$ cat config.mk
export PLATFORM = sky130hd
export DESIGN_NAME = rcc_regs
export DESIGN_NICKNAME = d
export VERILOG_FILES = /design/src/design/rcc_pkg.sv /design/src/design/rcc_regs.sv /design/src/design/rcc_sync.sv /design/src/design/rcc_reg8.sv
export SDC_FILE = /design/constraint.sdc
export NUM_CORES = 1
export LEC_CHECK = 0
export BUFFER_PORTS_ARGS = -buffer_cell sky130_fd_sc_hd__buf_2
export CORE_ASPECT_RATIO = 0.8
export CORE_MARGIN = 2
export CORE_UTILIZATION = 55
export CTS_BUF_LIST = sky130_fd_sc_hd__clkbuf_4
export CTS_CLUSTER_SIZE = 12
export DETAILED_ROUTE_END_ITERATION = 10
export PLACE_DENSITY_LB_ADDON = 0.3
export SLEW_MARGIN = 20
export SYNTH_ARGS = -nofsm -noshare
export SYNTH_HDL_FRONTEND = slang
export SYNTH_HIERARCHICAL = 1
export SYNTH_SLANG_ARGS = --single-unit
$ cat constraint.sdc
create_clock -name clock -period 1.6 [get_ports clock]
set_clock_uncertainty 0.2 [all_clocks]
set_input_delay 0.16 -clock clock [delete_from_list [all_inputs] [get_ports clock]]
set_output_delay 0.16 -clock clock [all_outputs]
set_load 0.02 [all_outputs]
$ cat src/design/rcc_pkg.sv
// Package of register offsets, field layouts, reset values and carrier types for the channel register bank.
package rcc_pkg;

  localparam logic [7:0] RCC_OFS_AMPLITUDE   = 8'h17;
  localparam logic [7:0] RCC_OFS_ATTENUATION = 8'h18;
  localparam logic [7:0] RCC_OFS_THRESHOLDS  = 8'h19;
  localparam logic [7:0] RCC_OFS_RESERVED_A  = 8'h1A;
  localparam logic [7:0] RCC_OFS_RESERVED_B  = 8'h1B;
  localparam logic [7:0] RCC_OFS_GLOBAL      = 8'h08;

  localparam logic [7:0] RCC_RST_AMPLITUDE   = 8'hAD;
  localparam logic [7:0] RCC_RST_ATTENUATION = 8'h02;
  localparam logic [7:0] RCC_RST_THRESHOLDS  = 8'h00;
  localparam logic [7:0] RCC_RST_RESERVED    = 8'h00;

  localparam int RCC_BIT_SHORT_PROT   = 7;
  localparam int RCC_BIT_TERM_STATUS  = 7;
  localparam int RCC_BIT_OVERRIDE     = 6;
  localparam int RCC_POS_SWING        = 0;
  localparam int RCC_POS_ATTEN        = 0;
  localparam int RCC_POS_ASSERT_TH    = 2;
  localparam int RCC_POS_DEASSERT_TH  = 0;

  localparam logic [7:0] RCC_MASK_AMPLITUDE   = 8'hFF;
  localparam logic [7:0] RCC_MASK_ATTENUATION = 8'h67;
  localparam logic [7:0] RCC_MASK_THRESHOLDS  = 8'hFF;

  localparam logic [1:0] RCC_TH_DEFAULT = 2'h0;

  typedef struct packed {
    logic       wr_en;
    logic       rd_en;
    logic [7:0] addr;
    logic [7:0] wdata;
  } rcc_req_t;

  typedef struct packed {
    logic       rd_valid;
    logic [7:0] rdata;
  } rcc_rsp_t;

  typedef struct packed {
    logic       short_prot_en;
    logic [2:0] swing_code;
    logic [2:0] atten_code;
    logic [1:0] assert_th;
    logic [1:0] deassert_th;
  } rcc_cfg_t;

endpackage

$ cat src/design/rcc_regs.sv
// Channel one, side B configuration and status register bank of the repeater.
`timescale 1ns/1ps
module rcc_regs
  import rcc_pkg::*;
(
  input  wire logic                clock,
  input  wire logic                sys_rst,
  input  wire rcc_pkg::rcc_req_t   req,
  input  wire logic                global_override,
  input  wire logic [1:0]          pin_assert_th,
  input  wire logic [1:0]          pin_deassert_th,
  input  wire logic                receiver_detect_term,
  output rcc_pkg::rcc_rsp_t        rsp,
  output rcc_pkg::rcc_cfg_t        cfg,
  output logic [4:0]               attenuation_range_cut
);
  import rcc_pkg::*;

  ////////////////////////////////////////////////////////////////////////////
  // Input synchronisation and register storage.

  logic       term_sync;
  logic [3:0] pin_th_raw;
  logic [3:0] pin_th_sync;
  logic       wr_amp;
  logic       wr_att;
  logic       wr_th;
  logic       wr_rsv_a;
  logic       wr_rsv_b;
  logic [7:0] amp_q;
  logic [7:0] att_q;
  logic [7:0] th_q;
  logic [7:0] rsv_a_q;
  logic [7:0] rsv_b_q;

  rcc_sync u_term_sync
  (
    .clock   (clock),
    .sys_rst (sys_rst),
    .din     (receiver_detect_term),
    .dout    (term_sync)
  );

  // The threshold pins come from outside the clock domain, so each bit passes two flip-flops.
  assign pin_th_raw = {pin_assert_th, pin_deassert_th};

  for (genvar i = 0; i < 4; i++)
  begin : g_pin_sync
    rcc_sync u_pin_sync
    (
      .clock   (clock),
      .sys_rst (sys_rst),
      .din     (pin_th_raw[i]),
      .dout    (pin_th_sync[i])
    );
  end

  // Write decode: a strobe reaches at most one register, and writes to unmapped addresses are dropped.
  always_comb
  begin
    wr_amp   = 1'b0;
    wr_att   = 1'b0;
    wr_th    = 1'b0;
    wr_rsv_a = 1'b0;
    wr_rsv_b = 1'b0;
    if (req.wr_en)
    begin
      if (req.addr == RCC_OFS_AMPLITUDE)
        wr_amp = 1'b1;
      else if (req.addr == RCC_OFS_ATTENUATION)
        wr_att = 1'b1;
      else if (req.addr == RCC_OFS_THRESHOLDS)
        wr_th = 1'b1;
      else if (req.addr == RCC_OFS_RESERVED_A)
        wr_rsv_a = 1'b1;
      else if (req.addr == RCC_OFS_RESERVED_B)
        wr_rsv_b = 1'b1;
    end
  end

  // Reserved bits of the amplitude register are stored as written; the host keeps them at 0101.
  rcc_reg8 #(.RST_VAL(RCC_RST_AMPLITUDE), .WR_MASK(RCC_MASK_AMPLITUDE)) u_amp
  (
    .clock   (clock),
    .sys_rst (sys_rst),
    .wr_en   (wr_amp),
    .wdata   (req.wdata),
    .q       (amp_q)
  );

  // Bit 7 is status only and is never stored.
  rcc_reg8 #(.RST_VAL(RCC_RST_ATTENUATION), .WR_MASK(RCC_MASK_ATTENUATION)) u_att
  (
    .clock   (clock),
    .sys_rst (sys_rst),
    .wr_en   (wr_att),
    .wdata   (req.wdata),
    .q       (att_q)
  );

  rcc_reg8 #(.RST_VAL(RCC_RST_THRESHOLDS), .WR_MASK(RCC_MASK_THRESHOLDS)) u_th
  (
    .clock   (clock),
    .sys_rst (sys_rst),
    .wr_en   (wr_th),
    .wdata   (req.wdata),
    .q       (th_q)
  );

  rcc_reg8 #(.RST_VAL(RCC_RST_RESERVED), .WR_MASK(8'hFF)) u_rsv_a
  (
    .clock   (clock),
    .sys_rst (sys_rst),
    .wr_en   (wr_rsv_a),
    .wdata   (req.wdata),
    .q       (rsv_a_q)
  );

  rcc_reg8 #(.RST_VAL(RCC_RST_RESERVED), .WR_MASK(8'hFF)) u_rsv_b
  (
    .clock   (clock),
    .sys_rst (sys_rst),
    .wr_en   (wr_rsv_b),
    .wdata   (req.wdata),
    .q       (rsv_b_q)
  );

  ////////////////////////////////////////////////////////////////////////////
  // Output state, registered as one struct.

  typedef struct packed {
    rcc_rsp_t   rsp;
    rcc_cfg_t   cfg;
    logic [4:0] cut;
  } rcc_st_t;

  rcc_st_t st_q;
  rcc_st_t st_d;

  // Range reduction in half-dB steps for each attenuation code.
  function automatic logic [4:0] atten_tenths_halfdb(input logic [2:0] code);
    logic [4:0] r;
    r = 5'h00;
    case (code)
      3'h0: r = 5'h00;
      3'h1: r = 5'h03;
      3'h2: r = 5'h07;
      3'h3: r = 5'h0A;
      3'h4: r = 5'h0C;
      3'h5: r = 5'h10;
      3'h6: r = 5'h12;
      default: r = 5'h18;
    endcase
    return r;
  endfunction

  always_comb
  begin
    st_d = st_q;
    st_d.rsp.rd_valid = req.rd_en;
    if (req.rd_en)
    begin
      if (req.addr == RCC_OFS_AMPLITUDE)
        st_d.rsp.rdata = amp_q;
      else if (req.addr == RCC_OFS_ATTENUATION)
        st_d.rsp.rdata = {term_sync, att_q[6:0]};
      else if (req.addr == RCC_OFS_THRESHOLDS)
        st_d.rsp.rdata = th_q;
      else if (req.addr == RCC_OFS_RESERVED_A)
        st_d.rsp.rdata = rsv_a_q;
      else if (req.addr == RCC_OFS_RESERVED_B)
        st_d.rsp.rdata = rsv_b_q;
      else
        st_d.rsp.rdata = 8'h00;
    end
    st_d.cfg.short_prot_en = amp_q[RCC_BIT_SHORT_PROT];
    st_d.cfg.swing_code    = amp_q[RCC_POS_SWING +: 3];
    st_d.cfg.atten_code    = att_q[RCC_POS_ATTEN +: 3];
    st_d.cut               = atten_tenths_halfdb(att_q[2:0]);
    // Register thresholds replace the pin choice only while override is set.
    if (global_override)
    begin
      st_d.cfg.assert_th   = th_q[RCC_POS_ASSERT_TH +: 2];
      st_d.cfg.deassert_th = th_q[RCC_POS_DEASSERT_TH +: 2];
    end
    else
    begin
      st_d.cfg.assert_th   = pin_th_sync[3:2];
      st_d.cfg.deassert_th = pin_th_sync[1:0];
    end
  end

  always_ff @(posedge clock or posedge sys_rst)
  begin
    if (sys_rst)
    begin
      st_q                 <= '0;
      st_q.cfg.short_prot_en <= RCC_RST_AMPLITUDE[RCC_BIT_SHORT_PROT];
      st_q.cfg.swing_code  <= RCC_RST_AMPLITUDE[2:0];
      st_q.cfg.atten_code  <= RCC_RST_ATTENUATION[2:0];
      st_q.cut             <= 5'h07;
      st_q.cfg.assert_th   <= RCC_TH_DEFAULT;
      st_q.cfg.deassert_th <= RCC_TH_DEFAULT;
    end
    else
      st_q <= st_d;
  end

  assign rsp                   = st_q.rsp;
  assign cfg                   = st_q.cfg;
  assign attenuation_range_cut = st_q.cut;

  ////////////////////////////////////////////////////////////////////////////
  // Assertions.

  a_short_prot_follow: assert property (@(posedge clock) disable iff (sys_rst)
    cfg.short_prot_en == $past(amp_q[7]))
    else $error("Short protection enable does not follow amplitude bit 7.");

  a_swing_code_follow: assert property (@(posedge clock) disable iff (sys_rst)
    req.wr_en && req.addr == RCC_OFS_AMPLITUDE |-> ##2 cfg.swing_code == $past(req.wdata[2:0], 2))
    else $error("Amplitude code not applied two cycles after write.");

  a_term_status_read: assert property (@(posedge clock) disable iff (sys_rst)
    req.rd_en && req.addr == RCC_OFS_ATTENUATION |=> rsp.rd_valid && rsp.rdata[7] == $past(term_sync))
    else $error("Termination status bit misreported.");

  a_atten_code_follow: assert property (@(posedge clock) disable iff (sys_rst)
    req.wr_en && req.addr == RCC_OFS_ATTENUATION |-> ##2 cfg.atten_code == $past(req.wdata[2:0], 2))
    else $error("Attenuation code not applied two cycles after write.");

  a_range_cut_zero: assert property (@(posedge clock) disable iff (sys_rst)
    (attenuation_range_cut == 5'h00) == (cfg.atten_code == 3'h0))
    else $error("Range reduction disagrees with attenuation code.");

  a_assert_th_sel: assert property (@(posedge clock) disable iff (sys_rst)
    $past(global_override) |-> cfg.assert_th == $past(th_q[3:2]))
    else $error("Assert threshold not taken from register under override.");

  a_deassert_th_sel: assert property (@(posedge clock) disable iff (sys_rst)
    $past(global_override) |-> cfg.deassert_th == $past(th_q[1:0]))
    else $error("De-assert threshold not taken from register under override.");

  a_pin_th_sel: assert property (@(posedge clock) disable iff (sys_rst)
    !$past(global_override) |->
      cfg.assert_th == $past(pin_th_sync[3:2]) && cfg.deassert_th == $past(pin_th_sync[1:0]))
    else $error("Threshold pins not used while override is clear.");

  a_short_prot_write: assert property (@(posedge clock) disable iff (sys_rst)
    wr_amp |-> ##2 cfg.short_prot_en == $past(req.wdata[7], 2))
    else $error("Short protection enable not applied two cycles after write.");

  a_amp_read_back: assert property (@(posedge clock) disable iff (sys_rst)
    wr_amp ##1 (req.rd_en && req.addr == RCC_OFS_AMPLITUDE) |=> rsp.rdata == $past(req.wdata, 2))
    else $error("Amplitude register does not read back the written value.");

  a_swing_code_stable: assert property (@(posedge clock) disable iff (sys_rst)
    !wr_amp |-> ##2 $stable(cfg.swing_code))
    else $error("Amplitude code changed without a write.");

  a_att_read_zero: assert property (@(posedge clock) disable iff (sys_rst)
    req.rd_en && req.addr == RCC_OFS_ATTENUATION |=> rsp.rdata[4:3] == 2'h0)
    else $error("Attenuation bits 4:3 do not read zero.");

  a_att_write_back: assert property (@(posedge clock) disable iff (sys_rst)
    wr_att ##1 (req.rd_en && req.addr == RCC_OFS_ATTENUATION) |=>
      rsp.rdata[6:0] == ($past(req.wdata[6:0], 2) & RCC_MASK_ATTENUATION[6:0]))
    else $error("Attenuation register does not read back the writable bits.");

  a_atten_code_stable: assert property (@(posedge clock) disable iff (sys_rst)
    !wr_att |-> ##2 $stable(cfg.atten_code))
    else $error("Attenuation code changed without a write.");

  a_range_cut_step: assert property (@(posedge clock) disable iff (sys_rst)
    cfg.atten_code == 3'h1 |-> attenuation_range_cut == 5'h03)
    else $error("Range reduction wrong for the smallest attenuation step.");

  a_range_cut_max: assert property (@(posedge clock) disable iff (sys_rst)
    cfg.atten_code == 3'h7 |-> attenuation_range_cut == 5'h18)
    else $error("Range reduction wrong for the largest attenuation step.");

  a_thr_write_apply: assert property (@(posedge clock) disable iff (sys_rst)
    wr_th ##1 global_override |=> cfg.assert_th == $past(req.wdata[3:2], 2))
    else $error("Written assert threshold not applied under override.");

  a_dethr_write_apply: assert property (@(posedge clock) disable iff (sys_rst)
    wr_th ##1 global_override |=> cfg.deassert_th == $past(req.wdata[1:0], 2))
    else $error("Written de-assert threshold not applied under override.");

  a_thr_read_back: assert property (@(posedge clock) disable iff (sys_rst)
    wr_th ##1 (req.rd_en && req.addr == RCC_OFS_THRESHOLDS) |=> rsp.rdata == $past(req.wdata, 2))
    else $error("Threshold register does not read back the written value.");

  a_read_valid_pulse: assert property (@(posedge clock) disable iff (sys_rst)
    !$past(sys_rst) |-> rsp.rd_valid == $past(req.rd_en))
    else $error("Read valid is not a one-cycle answer to the read strobe.");

  a_rdata_hold: assert property (@(posedge clock) disable iff (sys_rst)
    !req.rd_en |=> $stable(rsp.rdata))
    else $error("Read data changed without a read.");

endmodule

$ cat src/design/rcc_sync.sv
// Two-stage synchroniser for a level arriving from outside the clock domain.
`timescale 1ns/1ps
module rcc_sync
  import rcc_pkg::*;
(
  input  wire logic clock,
  input  wire logic sys_rst,
  input  wire logic din,
  output logic      dout
);

  typedef struct packed {
    logic meta;
    logic stable;
  } rcc_sync_st_t;

  rcc_sync_st_t st_q;
  rcc_sync_st_t st_d;

  always_comb
  begin
    st_d.meta   = din;
    st_d.stable = st_q.meta;
  end

  always_ff @(posedge clock or posedge sys_rst)
  begin
    if (sys_rst)
      st_q <= '0;
    else
      st_q <= st_d;
  end

  assign dout = st_q.stable;

endmodule

$ cat src/design/rcc_reg8.sv
// One 8-bit register with reset value, writable-bit mask and byte write strobe.
`timescale 1ns/1ps
module rcc_reg8
  import rcc_pkg::*;
#(
  parameter logic [7:0] RST_VAL = 8'h00,
  parameter logic [7:0] WR_MASK = 8'hFF
)
(
  input  wire logic       clock,
  input  wire logic       sys_rst,
  input  wire logic       wr_en,
  input  wire logic [7:0] wdata,
  output logic      [7:0] q
);

  logic [7:0] val_q;
  logic [7:0] val_d;

  always_comb
  begin
    val_d = val_q;
    if (wr_en)
      val_d = (wdata & WR_MASK) | (val_q & ~WR_MASK);
  end

  always_ff @(posedge clock or posedge sys_rst)
  begin
    if (sys_rst)
      val_q <= RST_VAL;
    else
      val_q <= val_d;
  end

  assign q = val_q;

endmodule

==> impl_metrics.json, run 1 <==
{
  "final.setup.tns_ps": 0,
  "grt_use_total_pct": 22.27,
  "final-seq-area_mm2": 0.001818,
  "final_util_pct": 71.16,
  "multi_input_area_mm2": 0.001135,
  "core_mm2": 0.005405,
  "layout.cells.non_filler": 358,
  "leakage_nw": 1.904,
  "detail_route.vias_per_cell": 5.377,
  "max_freq_mhz": 659.9,
  "cap_violations": 0,
  "pre_cts_slack_ps": -212.9,
  "die_y_um": 70.75,
  "final_cell_area_mm2": 0.003846,
  "grt_pass1_vias": 1971,
  "antenna_found_initial": 0,
  "final_cell_mix": "dfrtp_1, buf_2, mux2_4, dlygate4sd3_1, buf_4",
  "fp.dieW_um": 87.44,
  "peakVddDrop_mv": 1.077,
  "setup_viol": 0,
  "path_clk_slew_ps": 120,
  "fin_crit_ps": 1515,
  "dp_hpwl_um": 4382,
  "io_pins": 51,
  "p_per_area_mw_per_mm2": 988.5,
  "dp.cells": 324,
  "post_dp_cell_area_mm2": 0.003477,
  "ff2ff_path_depth": 3,
  "clkLatencyLatePin_ps": 420,
  "ant_nets": 0,
  "place_congestion": 0.7481,
  "drtIter0Drc": 119,
  "clk_path_buf_depth": 2,
  "grt_max_degree": 24,
  "fin_nets": 314,
  "arrival_ps": 1870,
  "synthCells": 203,
  "ys_warn_count": 6,
  "status": "finished clean",
  "first_pass_iters": 4,
  "grt_pass1_wl_um": 10160,
  "worstPathRequired_ps": 1960,
  "syn_area_mm2": 0.003063,
  "holdWs_ps": 60.10,
  "hold_violations": 0,
  "cts_tree": "built",
  "cp_max_fo": 23,
  "wire_per_inst_um": 17.52,
  "drive_above_1_share_pct": 50.85,
  "clock-sinks": 72,
  "vias": 1925,
  "htree_levels": 3,
  "std_cell_rows": 24,
  "finalCritPeriodShare_pct": 94.71,
  "end_kind": "asynchronous set/reset pin",
  "dieArea_mm2": 0.006186,
  "startpoint_type": "input pin",
  "hp-class": "input pin to asynchronous set/reset pin",
  "rsz0062_at_grt": "false",
  "area_delta_synth_final_pct": 25.57,
  "wirelength_um": 6272,
  "avgSynthCellArea_um2": 15.09,
  "drcViolationCount": 0,
  "start_util_pct": 56.67,
  "diodes": 0,
  "gr-total-overflow": 0,
  "p_total_mw": 3.802,
  "fillers": 374,
  "mostFrequentLayoutCell": "dfrtp_1",
  "crit_type": "input pin to asynchronous set/reset pin",
  "cts_inserted_buffers": 9,
  "port_buffers": 50,
  "cts_root_buf": "clkbuf_4",
  "drv_slew": 0,
  "timing.final.ws_setup_ps": 84.56
}
==> repair_timing <==
| item | 4_1_cts | 5_1_grt |
|---|---|---|
| setup buffers | 0 | 0 |
| setup endpoints to repair | 0 | 22 |
| gates resized for setup | 0 | 1 |
| endpoints found under the hold margin | 122 | 0 |
| hold buffers | 18 | 0 |
==> path summary, 6_finish.rpt <==
path                                                        from                             to  slack [ps]
worst min-delay path                                     sys_rst                     u_att/q[0]          60
min in group clock                                       req[10]                         rsp[3]         110
worst min register to register  g_pin_sync[2].u_pin_sync/st_d[0]  g_pin_sync[2].u_pin_sync/dout         160
max in group clock                                     u_th/q[3]                         rsp[3]         130
worst max-delay path                                     sys_rst                        cfg[10]          80
worst max register to register                         u_th/q[3]                         rsp[3]         130
==> metal layers <==
| layer | wire length [µm] | vias to the layer above | global-route usage [%] |
|---|---|---|---|
| met3 | 319 | 8 | 7.701 |
| met2 | 2955 | 69 | 33.84 |
| met1 | 2927 | 967 | 30.98 |
| met5 | 0 | - | 0 |
| li1 | - | 881 | - |
| met4 | 70 | 0 | 5.983 |
==> final cells by class <==
type	count	share of cell area, %
clock inverter	7	3.058
clock buffer	9	1.757
multi-input combinational	107	29.51
sequential	72	47.27
timing repair buffer	86	15.13
inverter	12	1.171
tap	65	2.115
==> flip-flops by register name (all words and copies together), names as in the netlist <==
signal,flops
u_amp/q,8
u_rsv_a/q,8
u_rsv_b/q,8
u_th/q,8
g_pin_sync.u_pin_sync/dout,4
attenuation_range_cut,5
cfg,11
u_att/q,5
g_pin_sync.u_pin_sync/st_d,4
rsp,9
u_term_sync/st_d,1
u_term_sync/dout,1
==> where the power goes <==
group          total, mW  internal (mW)  switching (mW)
combinational      0.378          0.190           0.187
sequential          1.97           1.92          0.0489
clock               1.46          0.796           0.660
==> critical path: stages <==
cell	delay (ps)
dlygate4sd3_1	530
buf_2	180
dlygate4sd3_1	610
inv_1	140
buf_6	240
(Power assumes the default switching activity.)
==> run 2, diff against run 1 <==
Settings changed: ABC_CLOCK_PERIOD_IN_PS set to 1600, BUFFER_PORTS_ARGS -buffer_cell sky130_fd_sc_hd__buf_2 to unset, CTS_BUF_LIST sky130_fd_sc_hd__clkbuf_4 to unset, DONT_BUFFER_PORTS set to 1.
==> run 2 against run 1 <==
Compared with the run above:
- combinational power decreased by 34%
- maximum frequency down 0.97%
- clock power is 8% higher
- global-route usage fell by 1.0 points
==> impl_metrics.json, run 2 (synthesis results as in run 1) <==
{
  "status": "finished clean",
  "cts_inserted_buffers": 9,
  "std_cell_rows": 24,
  "hold_start": "req[10]",
  "worstPathRequired_ps": 1630,
  "die_y_um": 70.75,
  "htree_levels": 3,
  "diodes": 0,
  "holdWs_ps": 9.166,
  "finalCritPeriodShare_pct": 95.64,
  "cts_root_buf": "clkbuf_8",
  "area_delta_synth_final_pct": 16.42,
  "place_congestion": 0.8453,
  "r2r_end": "rsp[3]",
  "hold_violations": 0,
  "fp.dieW_um": 87.44,
  "final_util_pct": 65.97,
  "final_cell_area_mm2": 0.003566,
  "postCtsSetupBuffers": 0,
  "r2r-start": "u_th/q[3]",
  "path_clk_slew_ps": 70,
  "setup_viol": 0,
  "ff2ff_path_depth": 3,
  "first_pass_iters": 4,
  "startpoint_type": "input pin",
  "cap_violations": 0,
  "core_mm2": 0.005405,
  "detail_route.vias_per_cell": 5.860,
  "antenna_found_initial": 0,
  "switchingPower_mw": 0.8856,
  "fillers": 386,
  "largest_reg_flops": 11,
  "grt_pass1_vias": 1815,
  "post_dp_cell_area_mm2": 0.003162,
  "wirelength_um": 6041,
  "p_per_area_mw_per_mm2": 1074,
  "crit_end": "u_rsv_a/q[5]",
  "clockPowerShare_pct": 41.0,
  "crit_type": "input pin to flip-flop",
  "cp_max_fo": 9,
  "clk_path_buf_depth": 2,
  "arrival_ps": 1560,
  "dieArea_mm2": 0.006186,
  "final-seq-area_mm2": 0.001818,
  "leakage_nw": 1.658,
  "startpoint": "req[8]",
  "rsz0062_at_grt": "false",
  "end_kind": "flip-flop",
  "fin_nets": 257,
  "dp_hpwl_um": 4336,
  "clock-sinks": 72,
  "mostFrequentLayoutCell": "dfrtp_1",
  "fin_crit_ps": 1530,
  "wire_per_inst_um": 20.07,
  "switching_share_pct": 23.13,
  "grt_pass1_wl_um": 9666,
  "hp-class": "input pin to flip-flop",
  "grt_use_total_pct": 21.26,
  "ant_nets": 0,
  "drive_above_1_share_pct": 38.56,
  "p_int_mw": 2.944,
  "largest-register": "cfg",
  "max_freq_mhz": 653.5,
  "multi_input_area_mm2": 0.001135,
  "drv_slew": 0,
  "start_util_pct": 56.67,
  "io_pins": 51,
  "clkLatencyLatePin_ps": 350,
  "cts_tree": "built",
  "gr-total-overflow": 0,
  "vias": 1764,
  "seqPwrFrac_pct": 52.5,
  "port_buffers": 0,
  "ff2ff_setup_slack_ps": 120,
  "drcViolationCount": 0,
  "drtIter0Drc": 125,
  "grt_max_degree": 24,
  "final_cell_mix": "dfrtp_1, mux2_4, dlygate4sd3_1, mux2_2, dfstp_2",
  "comb_power_share_pct": 6.5,
  "peakVddDrop_mv": 0.6157
}
## run 2: through the flow
step,setup TNS (ps),power [mW],std cells,worst slack [ps]
CTS,0,3.864,301,45.04
finish,0,3.829,301,69.78
global route,0,3.974,301,31.67
floorplan,-1002,2.199,204,-62.62
global placement,-1330,2.223,267,-70.59
detailed placement,-2112,2.234,267,-100.8
## run 2: what timing repair did
action,CTS,global route
resized for setup,0,1
hold endpoints to repair,127,0
hold buffers,18,0
endpoints found under the setup margin,0,3
## run 2: how the worst min path moves through the flow
stage                                       endpoint  slack [ps]  cells after the start
detailed placement     g_pin_sync[3].u_pin_sync/dout        -290                      1
global placement    g_pin_sync[0].u_pin_sync/st_d[0]        -300                      1
CTS                                           rsp[5]           4                      4
global route                                  rsp[3]          20                      4
floorplan              g_pin_sync[0].u_pin_sync/dout        -300                      1
finish                                        rsp[5]           9                      4
## run 2: per-layer routing
layer  routed length, µm  GRT usage [%]
met5                   0              0
met4                  90          6.838
met3                 351          7.351
met2                2888          32.24
met1                2710          29.06
## run 2: critical path, cell delays in order
cell and delay [ps]:
dlygate4sd3_1 640, nor3b_2 250, buf_4 200, mux2_4 310
## run 2: area by class of cell
| type | instances | area share, % |
|---|---|---|
| clock inverter | 6 | 2.632 |
| timing repair buffer | 29 | 7.439 |
| inverter | 12 | 1.263 |
| multi-input combinational | 107 | 31.82 |
| sequential | 72 | 50.98 |
| tap | 65 | 2.281 |
| clock buffer | 10 | 3.579 |
## run 2: power groups by stage
stage	clock [mW]	combinational (mW)	sequential (mW)
5_1_grt	1.68	0.271	2.02
3_3_place_gp	0	0.182	2.04
2_1_floorplan	0	0.178	2.02
3_5_place_dp	0	0.189	2.05
6_report	1.57	0.249	2.01
4_1_cts	1.60	0.251	2.01
